--- config.mk ---
export PLATFORM = sky130hd
export DESIGN_NAME = tatm_top
export DESIGN_NICKNAME = d
export VERILOG_FILES = /design/src/hdl/tatm_pkg.sv /design/src/hdl/tatm_sync2.sv /design/src/hdl/tatm_throttle_timer.sv /design/src/hdl/tatm_top.sv
export VERILOG_INCLUDE_DIRS = /design/src /design/src/hdl
export SDC_FILE = /design/constraint.sdc
export NUM_CORES = 1
export LEC_CHECK = 0
export BUFFER_PORTS_ARGS = -buffer_cell sky130_fd_sc_hd__buf_2
export CORE_UTILIZATION = 45
export CTS_BUF_LIST = sky130_fd_sc_hd__clkbuf_16
export DETAILED_ROUTE_END_ITERATION = 8
export PLACE_DENSITY = 0.67
export SLEW_MARGIN = 5
export SYNTH_ARGS = -nofsm -noshare
export SYNTH_HDL_FRONTEND = slang
export SYNTH_SLANG_ARGS = --single-unit
--- constraint.sdc ---
create_clock -name mclk_in -period 9 [get_ports mclk_in]
set_clock_uncertainty 0.15 [all_clocks]
set_input_delay 0.9 -clock mclk_in [delete_from_list [all_inputs] [get_ports mclk_in]]
set_output_delay 0.9 -clock mclk_in [all_outputs]
set_load 0.1 [all_outputs]
--- src/hdl/tatm_params.svh ---
// register map, reset values and timing constants of the throttle monitor
`ifndef TATM_PARAMS_SVH
`define TATM_PARAMS_SVH

`define TATM_ADDR_CONFIG3 8'h02
`define TATM_ADDR_TIMER 8'h0f
`define TATM_ADDR_STATUS1 8'h10
`define TATM_ADDR_STATUS2 8'h11
`define TATM_ADDR_MASK1 8'h12
`define TATM_ADDR_MASK2 8'h13
`define TATM_ADDR_TLIMIT 8'h1e
`define TATM_ADDR_CRIT_TA 8'h1f
`define TATM_ADDR_CRIT_TB 8'h20
`define TATM_ADDR_CRIT_EXT 8'h21
`define TATM_ADDR_CRIT_INT 8'h22

`define TATM_RST_CONFIG3 8'h00
`define TATM_RST_MASK 8'h00
`define TATM_RST_TLIMIT 8'h00
`define TATM_RST_CRIT 8'h64

`define TATM_PIN_MODE_LSB 0
`define TATM_PIN_MODE_W 2
`define TATM_PIN_MODE_CRIT 2'h1

`define TATM_S1_SUMMARY 7
`define TATM_S2_THROTTLE 1
`define TATM_S2_OVERTEMP 0

`define TATM_TIMER_FIRST 8'h01
`define TATM_TIMER_COARSE 8'h02
`define TATM_TIMER_FULL 8'hff

`define TATM_CLK_HZ 50000000
`define TATM_FINE_STEP_US 50000
`define TATM_COARSE_STEP_US 22760
`define TATM_US_PER_S 1000000

`endif

--- src/hdl/tatm_pkg.sv ---
// shared types of the throttle monitor
package tatm_pkg;

  typedef enum logic [1:0] {
    TATM_PH_IDLE = 2'b00,
    TATM_PH_FINE = 2'b01,
    TATM_PH_COARSE = 2'b10
  } tatm_phase_t;

  typedef logic [7:0] tatm_byte_t;

endpackage : tatm_pkg

--- src/hdl/tatm_sync2.sv ---
// two-flop synchroniser, also used as the reset release stage
`timescale 1ns/1ps
module tatm_sync2
  import tatm_pkg::*;
#(
  parameter logic RESET_VAL = 1'b0
) (
  input wire logic clk_in,
  input wire logic rst_n_in,
  input wire logic d_in,
  output logic q_out
);

  typedef struct packed {
    logic meta;
    logic stable;
  } tatm_sync_t;

  tatm_sync_t s_q;
  tatm_sync_t s_d;

  always_comb begin
    s_d = s_q;
    s_d.meta = d_in;
    s_d.stable = s_q.meta;
  end

  always_ff @(posedge clk_in or negedge rst_n_in) begin
    if (!rst_n_in) begin
      s_q <= '{meta: RESET_VAL, stable: RESET_VAL};
    end else begin
      s_q <= s_d;
    end
  end

  assign q_out = s_q.stable;
endmodule : tatm_sync2

--- src/hdl/tatm_throttle_timer.sv ---
// cumulative saturating throttle assertion timer, cleared on read
`timescale 1ns/1ps
`include "tatm_params.svh"
module tatm_throttle_timer
  import tatm_pkg::*;
#(
  parameter int unsigned FINE_CYCLES =
    `TATM_CLK_HZ / `TATM_US_PER_S * `TATM_FINE_STEP_US,
  parameter int unsigned COARSE_CYCLES =
    `TATM_CLK_HZ / `TATM_US_PER_S * `TATM_COARSE_STEP_US,
  parameter int unsigned PRE_W = 22
) (
  input wire logic clk_in,
  input wire logic rst_n_in,
  input wire logic active_in,
  input wire logic clear_in,
  output tatm_byte_t value_out
);

  typedef struct packed {
    tatm_phase_t phase;
    logic [PRE_W-1:0] pre;
    tatm_byte_t value;
  } tatm_tmr_t;

  tatm_tmr_t t_q;
  tatm_tmr_t t_d;

  localparam logic [PRE_W-1:0] FINE_LAST = PRE_W'(FINE_CYCLES - 1);
  localparam logic [PRE_W-1:0] COARSE_LAST = PRE_W'(COARSE_CYCLES - 1);

  always_comb begin
    t_d = t_q;
    if (clear_in) begin
      // a read during assertion restarts the count with bit 0 set
      t_d.value = active_in ? `TATM_TIMER_FIRST : '0;
      t_d.phase = active_in ? TATM_PH_FINE : TATM_PH_IDLE;
      t_d.pre = '0;
    end else if (active_in) begin
      case (t_q.phase)
        TATM_PH_IDLE: begin
          t_d.value = `TATM_TIMER_FIRST;
          t_d.phase = TATM_PH_FINE;
          t_d.pre = '0;
        end
        TATM_PH_FINE: begin
          if (t_q.pre == FINE_LAST) begin
            t_d.value = `TATM_TIMER_COARSE;
            t_d.phase = TATM_PH_COARSE;
            t_d.pre = '0;
          end else begin
            t_d.pre = t_q.pre + 1'b1;
          end
        end
        TATM_PH_COARSE: begin
          if (t_q.value == `TATM_TIMER_FULL) begin
            t_d.pre = '0;
          end else if (t_q.pre == COARSE_LAST) begin
            t_d.value = t_q.value + 8'h01;
            t_d.pre = '0;
          end else begin
            t_d.pre = t_q.pre + 1'b1;
          end
        end
        default: begin
          t_d.phase = TATM_PH_IDLE;
        end
      endcase
    end
    // negation simply pauses: value and prescaler hold
  end

  always_ff @(posedge clk_in or negedge rst_n_in) begin
    if (!rst_n_in) begin
      t_q <= '{phase: TATM_PH_IDLE, pre: '0, value: '0};
    end else begin
      t_q <= t_d;
    end
  end

  assign value_out = t_q.value;
endmodule : tatm_throttle_timer

--- src/hdl/tatm_top.sv ---
// throttle monitor: alert masking, assertion timer, critical temp pin
// Summary of operation
// - mask registers live at 0x12 and 0x13
// - masks gate alert only, status still sets
// - mask1 bit7 summary, bits 6..0 sources
// - mask2 bits 5..0 faults, throttle, overtemp
// - timer runs only while input asserted
// - timer saturates at full scale until read
// - bit0 on first assertion, bit1 after 50ms
// - coarse step weight is 22.76 ms
// - timer read clears timer and throttle flag
// - read during assertion restarts at one
// - timer above limit sets flag and alert
// - limit zero first assertion, one 50ms
// - limit spans zero to 5.8 seconds
// - config3 bits 1:0 = 01 selects output
// - crit output low above limit until below
// - crit held at least one monitor cycle
// - four crit limits at 0x1f..0x22
// - status sticky, read clears once condition gone
// - alert low while unmasked status set
// - status1 bit7 summarises status2
`timescale 1ns/1ps
`include "tatm_params.svh"
module tatm_top
  import tatm_pkg::*;
#(
  parameter int unsigned FINE_CYCLES =
    `TATM_CLK_HZ / `TATM_US_PER_S * `TATM_FINE_STEP_US,
  parameter int unsigned COARSE_CYCLES =
    `TATM_CLK_HZ / `TATM_US_PER_S * `TATM_COARSE_STEP_US,
  parameter int unsigned N_SRC1 = 7,
  parameter int unsigned N_FAULT = 4,
  parameter int unsigned N_CRIT = 4,
  parameter int unsigned TEMP_W = 10
) (
  input wire logic mclk_in,
  input wire logic rst_n_in,
  input wire logic [7:0] reg_addr_in,
  input wire logic reg_wr_in,
  input wire logic reg_rd_in,
  input wire logic [7:0] reg_wdata_in,
  input wire logic cpu_throttle_n_in,
  input wire logic [N_SRC1-1:0] src_out_of_limit_in,
  input wire logic [N_FAULT-1:0] src_fault_in,
  input wire logic [N_CRIT-1:0] crit_chan_en_in,
  input wire logic [N_CRIT-1:0] meas_valid_in,
  input wire logic [N_CRIT*TEMP_W-1:0] meas_temp_in,
  output logic [7:0] reg_rdata_out,
  output logic alert_n_out,
  output logic crit_temp_n_out,
  output logic crit_temp_oe_n_out
);

  typedef struct packed {
    tatm_byte_t config3;
    tatm_byte_t alert_mask_primary;
    tatm_byte_t alert_mask_secondary;
    tatm_byte_t throttle_time_limit;
    logic [N_CRIT-1:0][7:0] crit_limit;
    logic [N_SRC1-1:0] status1;
    logic [5:0] status2;
    logic [N_CRIT-1:0] crit_hot;
    tatm_byte_t rdata;
    logic alert_n;
    logic crit_n;
    logic crit_oe_n;
  } tatm_state_t;

  tatm_state_t s_q;
  tatm_state_t s_d;

  logic rst_n_sync;
  logic throttle_n_sync;
  logic pin_is_output;
  logic throttle_active;
  logic timer_clear;
  tatm_byte_t timer_value;
  logic throttle_over;
  logic restart_over;
  logic overtemp_now;
  logic [5:0] status2_src;
  tatm_byte_t status1_view;
  tatm_byte_t status2_view;

  // temperature has two fraction bits, so a quarter degree above the
  // integer limit is the first code that is strictly greater
  function automatic logic over_limit(
    input logic [TEMP_W-1:0] temp,
    input tatm_byte_t limit
  );
    over_limit = temp > {limit, 2'b00};
  endfunction : over_limit

  function automatic logic [7:0] sticky(
    input logic [7:0] cur,
    input logic [7:0] src,
    input logic clr
  );
    // a live condition wins over the clearing read
    sticky = clr ? src : (cur | src);
  endfunction : sticky

  function automatic logic strobe_hit(
    input logic strobe,
    input tatm_byte_t addr,
    input tatm_byte_t target
  );
    strobe_hit = strobe && addr == target;
  endfunction : strobe_hit

  tatm_sync2 #(
    .RESET_VAL(1'b0)
  ) u_rst_sync (
    .clk_in(mclk_in),
    .rst_n_in(rst_n_in),
    .d_in(1'b1),
    .q_out(rst_n_sync)
  );

  // input idles high so reset looks like no assertion
  tatm_sync2 #(
    .RESET_VAL(1'b1)
  ) u_throttle_sync (
    .clk_in(mclk_in),
    .rst_n_in(rst_n_sync),
    .d_in(cpu_throttle_n_in),
    .q_out(throttle_n_sync)
  );

  assign pin_is_output = s_q.config3[`TATM_PIN_MODE_LSB +:
    `TATM_PIN_MODE_W] == `TATM_PIN_MODE_CRIT;
  // while the pin drives out its own level must not feed the timer
  assign throttle_active = !throttle_n_sync && !pin_is_output;
  assign timer_clear = strobe_hit(reg_rd_in, reg_addr_in,
    `TATM_ADDR_TIMER);

  tatm_throttle_timer #(
    .FINE_CYCLES(FINE_CYCLES),
    .COARSE_CYCLES(COARSE_CYCLES),
    .PRE_W(22)
  ) u_timer (
    .clk_in(mclk_in),
    .rst_n_in(rst_n_sync),
    .active_in(throttle_active),
    .clear_in(timer_clear),
    .value_out(timer_value)
  );

  // full 8-bit limit range: zero trips on the first assertion
  assign throttle_over =
    timer_value > s_q.throttle_time_limit;
  // a read restarts the timer, so judge the flag by the restart value
  assign restart_over = throttle_active &&
    `TATM_TIMER_FIRST > s_q.throttle_time_limit;
  assign overtemp_now = |s_q.crit_hot;
  assign status2_src = {src_fault_in, throttle_over, overtemp_now};
  assign status1_view = {|s_q.status2, s_q.status1};
  assign status2_view = {2'b00, s_q.status2};

  always_comb begin
    logic rd1;
    logic rd2;
    logic any1;
    logic any2;
    rd1 = 1'b0;
    rd2 = 1'b0;
    any1 = 1'b0;
    any2 = 1'b0;
    s_d = s_q;
    rd1 = strobe_hit(reg_rd_in, reg_addr_in, `TATM_ADDR_STATUS1);
    rd2 = strobe_hit(reg_rd_in, reg_addr_in, `TATM_ADDR_STATUS2);

    // register writes
    if (reg_wr_in) begin
      case (reg_addr_in)
        `TATM_ADDR_CONFIG3: s_d.config3 = reg_wdata_in;
        `TATM_ADDR_MASK1: s_d.alert_mask_primary = reg_wdata_in;
        `TATM_ADDR_MASK2: s_d.alert_mask_secondary = reg_wdata_in;
        `TATM_ADDR_TLIMIT: s_d.throttle_time_limit = reg_wdata_in;
        `TATM_ADDR_CRIT_TA: s_d.crit_limit[0] = reg_wdata_in;
        `TATM_ADDR_CRIT_TB: s_d.crit_limit[1] = reg_wdata_in;
        `TATM_ADDR_CRIT_EXT: s_d.crit_limit[2] = reg_wdata_in;
        `TATM_ADDR_CRIT_INT: s_d.crit_limit[3] = reg_wdata_in;
        default: begin
        end
      endcase
    end

    // register reads, data one cycle after the strobe
    if (reg_rd_in) begin
      case (reg_addr_in)
        `TATM_ADDR_CONFIG3: s_d.rdata = s_q.config3;
        `TATM_ADDR_TIMER: s_d.rdata = timer_value;
        `TATM_ADDR_STATUS1: s_d.rdata = status1_view;
        `TATM_ADDR_STATUS2: s_d.rdata = status2_view;
        `TATM_ADDR_MASK1: s_d.rdata = s_q.alert_mask_primary;
        `TATM_ADDR_MASK2: s_d.rdata = s_q.alert_mask_secondary;
        `TATM_ADDR_TLIMIT: s_d.rdata = s_q.throttle_time_limit;
        `TATM_ADDR_CRIT_TA: s_d.rdata = s_q.crit_limit[0];
        `TATM_ADDR_CRIT_TB: s_d.rdata = s_q.crit_limit[1];
        `TATM_ADDR_CRIT_EXT: s_d.rdata = s_q.crit_limit[2];
        `TATM_ADDR_CRIT_INT: s_d.rdata = s_q.crit_limit[3];
        default: s_d.rdata = 8'h00;
      endcase
    end

    // sticky status capture regardless of masks
    s_d.status1 = N_SRC1'(sticky(8'(s_q.status1),
      8'(src_out_of_limit_in), rd1));
    s_d.status2 = 6'(sticky(8'(s_q.status2), 8'(status2_src), rd2));
    if (timer_clear && !restart_over) begin
      // timer read drops the throttle flag unless the restart value trips
      s_d.status2[`TATM_S2_THROTTLE] = 1'b0;
    end

    // critical channels re-evaluated only on their own measurement
    for (int i = 0; i < N_CRIT; i++) begin
      if (meas_valid_in[i]) begin
        s_d.crit_hot[i] = crit_chan_en_in[i] &&
          over_limit(meas_temp_in[i*TEMP_W +: TEMP_W],
            s_q.crit_limit[i]);
      end
    end

    // alert from unmasked sticky bits
    any1 = |(s_d.status1 & ~s_q.alert_mask_primary[N_SRC1-1:0]);
    any2 = |(s_d.status2 & ~s_q.alert_mask_secondary[5:0]) &&
      !s_q.alert_mask_primary[`TATM_S1_SUMMARY];
    s_d.alert_n = !(any1 || any2);

    // shared pin: drive low only in output mode
    s_d.crit_oe_n = !pin_is_output;
    s_d.crit_n = !(pin_is_output && |s_d.crit_hot);
  end

  always_ff @(posedge mclk_in or negedge rst_n_sync) begin
    if (!rst_n_sync) begin
      s_q.config3 <= `TATM_RST_CONFIG3;
      s_q.alert_mask_primary <= `TATM_RST_MASK;
      s_q.alert_mask_secondary <= `TATM_RST_MASK;
      s_q.throttle_time_limit <= `TATM_RST_TLIMIT;
      s_q.crit_limit <= {N_CRIT{`TATM_RST_CRIT}};
      s_q.status1 <= '0;
      s_q.status2 <= '0;
      s_q.crit_hot <= '0;
      s_q.rdata <= 8'h00;
      s_q.alert_n <= 1'b1;
      s_q.crit_n <= 1'b1;
      s_q.crit_oe_n <= 1'b1;
    end else begin
      s_q <= s_d;
    end
  end

  assign reg_rdata_out = s_q.rdata;
  assign alert_n_out = s_q.alert_n;
  assign crit_temp_n_out = s_q.crit_n;
  assign crit_temp_oe_n_out = s_q.crit_oe_n;

endmodule : tatm_top

After elaboration in Yosys (flattened, before gate mapping)
Cells that the tools add are included.
Widths: inputs -> output; s select.
{"block": "word_totals", "out_inout_bits": 11, "ff_bits": 128, "in_bits": 80, "word_cells": 116}
{"block": "classes", "mux": 21, "reduce_logical": 38, "eq_ne": 21, "n_bitwise": 6, "magnitude_cmp": 6, "addsub": 2}
{"operator": "$pmux 30 s3", "n": 1}
{"operator": "$pmux 8 s11", "n": 1}
{"operator": "$mux 22", "n": 3}
{"operator": "$mux 32", "n": 2}
{"operator": "$eq 8x5->1 const B", "n": 6}
{"operator": "$gt 10x10->1", "n": 4}
{"operator": "$eq 8x6->1 const B", "n": 3}
{"operator": "$mux 8", "n": 3}
{"operator": "$add 22x1->22 const B", "n": 1}
{"operator": "$eq 22x21->1 const B", "n": 1}
{"operator": "$eq 22x22->1 const B", "n": 1}
{"operator": "$reduce_and 2->1", "n": 9}
{"operator": "$logic_and 1x1->1", "n": 12}
{"operator": "$reduce_or 6->1", "n": 2}
{"operator": "$add 8x1->8 const B", "n": 1}
{"operator": "$eq 8x2->1 const B", "n": 1}
{"operator": "$eq 8x4->1 const B", "n": 1}
{"operator": "$eq 8x8->1 const B", "n": 1}
{"operator": "$gt 1x8->1 const A", "n": 1}
{"operator": "$gt 8x8->1", "n": 1}
{"operator": "$reduce_or 4->1", "n": 2}
{"operator": "$and 7x7->7", "n": 1}
{"operator": "$mux 1", "n": 7}
{"operator": "$mux 7", "n": 1}
{"operator": "other kinds (21)", "n": 28}

Longest topological paths before layout
{"block": "depth", "word_depth": 12, "mapped_depth": 9, "mapped_depth_nobuf": 8}

By module
A second synthesis with hierarchy kept.
{"block": "hier_totals", "hier_cells": 773, "hier_area_um2": 7807.5}
{"module": "tatm_top", "area_per_inst_um2": 5524.0, "n_inst": 1, "seq_area_each_um2": 2321.0, "cells_each": 531}
{"module": "tatm_throttle_timer", "area_per_inst_um2": 2180.8, "n_inst": 1, "seq_area_each_um2": 800.8, "cells_each": 238}
{"module": "tatm_sync2 at u_throttle_sync", "area_per_inst_um2": 52.6, "n_inst": 1, "seq_area_each_um2": 52.6, "cells_each": 2}
{"module": "tatm_sync2 at u_rst_sync", "area_per_inst_um2": 50.0, "n_inst": 1, "seq_area_each_um2": 50.0, "cells_each": 2}

Least setup slack after synthesis
No wires, ideal clock.
{"block": "synth_timing", "kind": "input-to-reg", "from": "in reg_addr_in[4]", "to": "reg u_timer.t_q[11] in the netlist's numbering", "slack_ns": 6.223, "path_buffers": 2, "setup_time_ns": 0.121, "required_ns": 8.729, "arrival_ns": 2.506, "stages": 7, "path_cell_list": "buf_4 or3_4 nor4_4 nor2_1 clkbuf_1 a21o_1 a22o_1"}
{"block": "synth_between", "elab_chain_len": 4, "word_cells_on_any_way": 6}
{"item": "start: declaration", "line_no": "tatm_top.sv:39", "source": "input wire logic [7:0] reg_addr_in,"}
{"item": "$eq 8x4->1 *", "line_no": "tatm_top.sv:109", "source": "strobe_hit = strobe && addr == target;"}
{"item": "$logic_and 1x1->1 *", "line_no": "tatm_top.sv:109"}
{"item": "$reduce_bool 4->1 (no line) or $reduce_bool 2->1 (tied branches)"}
{"item": "$reduce_and 2->1 (no line)"}
{"item": "end signal: assignment", "line_no": "tatm_throttle_timer.sv:75", "source": "t_q <= '{phase: TATM_PH_IDLE, pre: '0, value: '0};"}
{"item": "end signal: assignment", "line_no": "tatm_throttle_timer.sv:77", "source": "t_q <= t_d;"}
{"item": "end: declaration", "line_no": "tatm_throttle_timer.sv:26", "source": "tatm_tmr_t t_q;"}
Every way passes the cells marked *; elsewhere a longest branch is shown, timed or not.
A chain may end at the register's enable or synchronous reset.

==> impl_metrics.py <==
metrics = {
    "outcome": {
        "status": "finished, final reports clean",
    },
    "power_and_ir_drop": {
        "combPwrFrac": 0.153,
        "power.switching_uw": 441.9,
        "seq_power_share": 0.396,
        "power_leakage_uw": 0.003864,
        "pwr-share-clk": 0.451,
        "p_int_uw": 1184,
        "switching_share": 0.2718,
        "power.total_uw": 1626,
        "p_per_area_nw_per_um2": 186.0,
        "ir_drop_mv": 0.1309,
    },
    "synth": {
        "synth_flop_cell": "dfrtp_1",
        "synth_common_cells": "dfrtp_1, inv_1, nand2_1",
        "synth_top_area_frac": 0.3672,
        "synth_top_family_by_area": "compound AO/OA/AOI/OAI gates",
        "yosys.cell_types.count": 66,
        "yosysWarnings": 0,
        "syn_avg_cell_area_um2": 9.799,
        "synth-edff-count": 0,
        "synth_seq_cells": 128,
        "synthMuxAreaShare": 0.09560,
        "synthCells": 772,
        "synthSimpleGateAreaFrac": 0.1659,
        "synth_area_um2": 7565,
        "synthTopCellsByArea": "dfrtp_1, mux2_2, ha_1",
        "synth_compound_area_frac": 0.1720,
        "async_flop_share": 1.000,
        "synthXorXnorAreaFrac": 0.003473,
        "synth_nets": 897,
        "synth.most_common_cell": "dfrtp_1",
        "synthAdderAreaFrac": 0.07443,
        "yosysSeqAreaShare": 0.4262,
        "synth_top_area_cell": "dfrtp_1",
    },
    "detailed_routing": {
        "vias": 6358,
        "drtIter0Drc": 684,
        "ant_nets": 0,
        "avgViaCountPerCell": 5.887,
        "drc": 0,
        "drtPass1Iterations": 8,
        "drt-total-wl_mm": 20.87,
        "wl_per_cell_um": 19.33,
    },
    "setup_path": {
        "rrSetupSlack_ns": 6.09,
        "crit_fanout": 26,
        "rr_endpoint": "u_timer.value_out[3]",
        "arrival_ns": 3.67,
        "endpoint_kind": "flip-flop",
        "crit_path_start_kind": "input pin",
        "path_cells": "buf_2 -> nor4b_1 -> and2_1 -> nand3_2 -> a222oi_1 -> o21ai_1 -> a221oi_1",
        "critical-path-slowest-cell": "and2_1",
        "rr_worst_depth": 7,
        "max_stage_delay_ns": 0.84,
        "required_ns": 9.14,
        "critPathKind": "input pin to flip-flop",
        "timing.rr.start": "u_timer.t_q[8]",
    },
    "timing": {
        "fmax_ghz": 0.2837,
        "setup_ws_ns": 5.476,
        "final_hold_viol_count": 0,
        "rsz0062_at_grt": "false",
        "slew_headroom": 0.2560,
        "slew_viol_final": 0,
        "period_minus_slack_ns": 3.524,
        "tightest_slew_ns": 1.088,
        "timing.final.crit_share": 0.3916,
        "setup_viol": 0,
        "tns_ns": 0,
    },
    "floorplan": {
        "core-area_um2": 16520,
        "die-area_um2": 17330,
        "die_y_um": 131.7,
        "ios": 91,
        "die_x_um": 131.7,
        "start_util": 0.4578,
        "rows": 47,
    },
    "clock_network": {
        "cts_resized": 0,
        "hold_buffers": 0,
        "post_cts_buffers": 0,
        "cts_tree": "yes",
        "clk_pin_slew_worst_paths_ns": 0.05,
        "cts.sinks": 128,
        "insertion_delay_ns": 0.42,
        "cts_buffer_depth": 2,
        "h-tree-depth": 4,
        "numCtsBuffers": 17,
        "cts-root-buf": "clkbuf_16",
    },
    "placement": {
        "routabilityCongestion": 0.9902,
        "dp.cells": 1048,
        "dp_worst_setup_slack_ns": 5.146,
        "hpwl_mm": 15.07,
        "io_buffers": 90,
    },
    "global_route": {
        "overflow": 0,
        "antenna_found_initial": 0,
        "grt_pass1_vias": 6015,
        "grt_start_max_net_pins": 70,
        "grt_pass1_wl_mm": 33.10,
        "track_usage": 0.2494,
    },
    "layout": {
        "drive_gt1_frac": 0.2407,
        "instances_no_fill": 1080,
        "antennaDiodeCount": 0,
        "final_nets": 972,
        "area_growth_pct": 15.51,
    },
    "run": {
        "drv_cap": 0,
    },
    "min_path": {
        "hold_class": "input pin to async pin",
    },
}
-- metrics by stage --
stage          instance area, um^2    util  hold slack (ns)
3_5_place_dp                  8115  0.4911           0.1902
4_1_cts                       8738  0.5288          0.09063
3_3_place_gp                  8115  0.4911           0.1934
5_1_grt                       8738  0.5288          0.08894
6_report                      8738  0.5288           0.1013
2_1_floorplan                 7565       -           0.1812
-- flip-flops by register name, indices dropped and copies added (netlist names) --
signal,count
u_throttle_sync.s_d,1
reg_rdata_out,8
u_rst_sync.s_d,1
u_timer.value_out,8
crit_temp_n_out,1
u_throttle_sync.q_out,1
alert_n_out,1
crit_temp_oe_n_out,1
u_rst_sync.q_out,1
s_q,81
u_timer.t_q,24
-- layer usage --
metal / wire [um] / GRT usage / vias up
li1: - / - / 3014
met1: 9571 / 0.3487 / 3076
met2: 9384 / 0.3742 / 235
met3: 1426 / 0.06211 / 33
met4: 491 / 0.08721 / 0
met5: 0 / 0 / -
-- worst max-delay path, delay by kind of cell --
family                 cells  cell delay, ns
buffers and inverters      1            0.14
AO/OA/AOI/OAI              3            0.84
AND/OR/NAND/NOR            3            1.79
-- power by group through the flow --
stage                     logic [uW]  registers (uW)  clock network, uW
after detailed placement         245             653                  0
after CTS                        247             644                743
after global placement           241             653                  0
final                            249             644                733
after global routing             276             647                767
after floorplan                  172             646                  0
-- cell usage in the layout (no fill, tap or decap), types with 9 or more instances in the layout --
cell type,netlist,layout
and4_1,13,13
o21ai_0,35,35
o31ai_1,9,9
nor3_1,17,17
inv_1,71,72
nand4_1,17,17
buf_2,8,90
o22ai_1,13,13
nand3_1,37,37
nand2_1,71,71
clkbuf_16,0,17
ha_1,45,45
a22oi_1,9,9
a21oi_1,41,41
mux2_2,58,58
nor2_1,28,28
dfstp_2,17,17
dfrtp_1,111,110
-- worst max path at each step --
stage | startpoint | endpoint | slack [ns] | cells after the start
3_3_place_gp | reg_addr_in[5] | alert_n_out | 5.27 | 7
2_1_floorplan | u_rst_sync.q_out | reg_rdata_out[0] | 5.05 | 0
5_1_grt | reg_addr_in[5] | alert_n_out | 5.21 | 7
3_5_place_dp | reg_addr_in[5] | alert_n_out | 5.15 | 7
4_1_cts | reg_addr_in[5] | alert_n_out | 5.58 | 7
6_report | reg_addr_in[5] | alert_n_out | 5.48 | 7
-- cell type report --
type,instances,area (um^2)
clock buffer,17,425.4
inverter,73,274.0
timing repair buffer,92,465.4
multi-input combinational,535,3872
tap,220,275.3
sequential,128,3228
fill,1485,7786
clock inverter,15,197.7
-- cells by family (layout without fill, tap and decap cells) --
group / Yosys count / in the layout
muxes: 65 / 65
buffers and inverters: 109 / 197
AOI/OAI and AO/OA: 189 / 189
adders and majority gates: 45 / 45
and+or+nand+nor: 232 / 232
xor gates and xnor gates: 3 / 3
other: 1 / 1
DFF: 128 / 128
No activity file was read; power rests on OpenSTA's default activity.
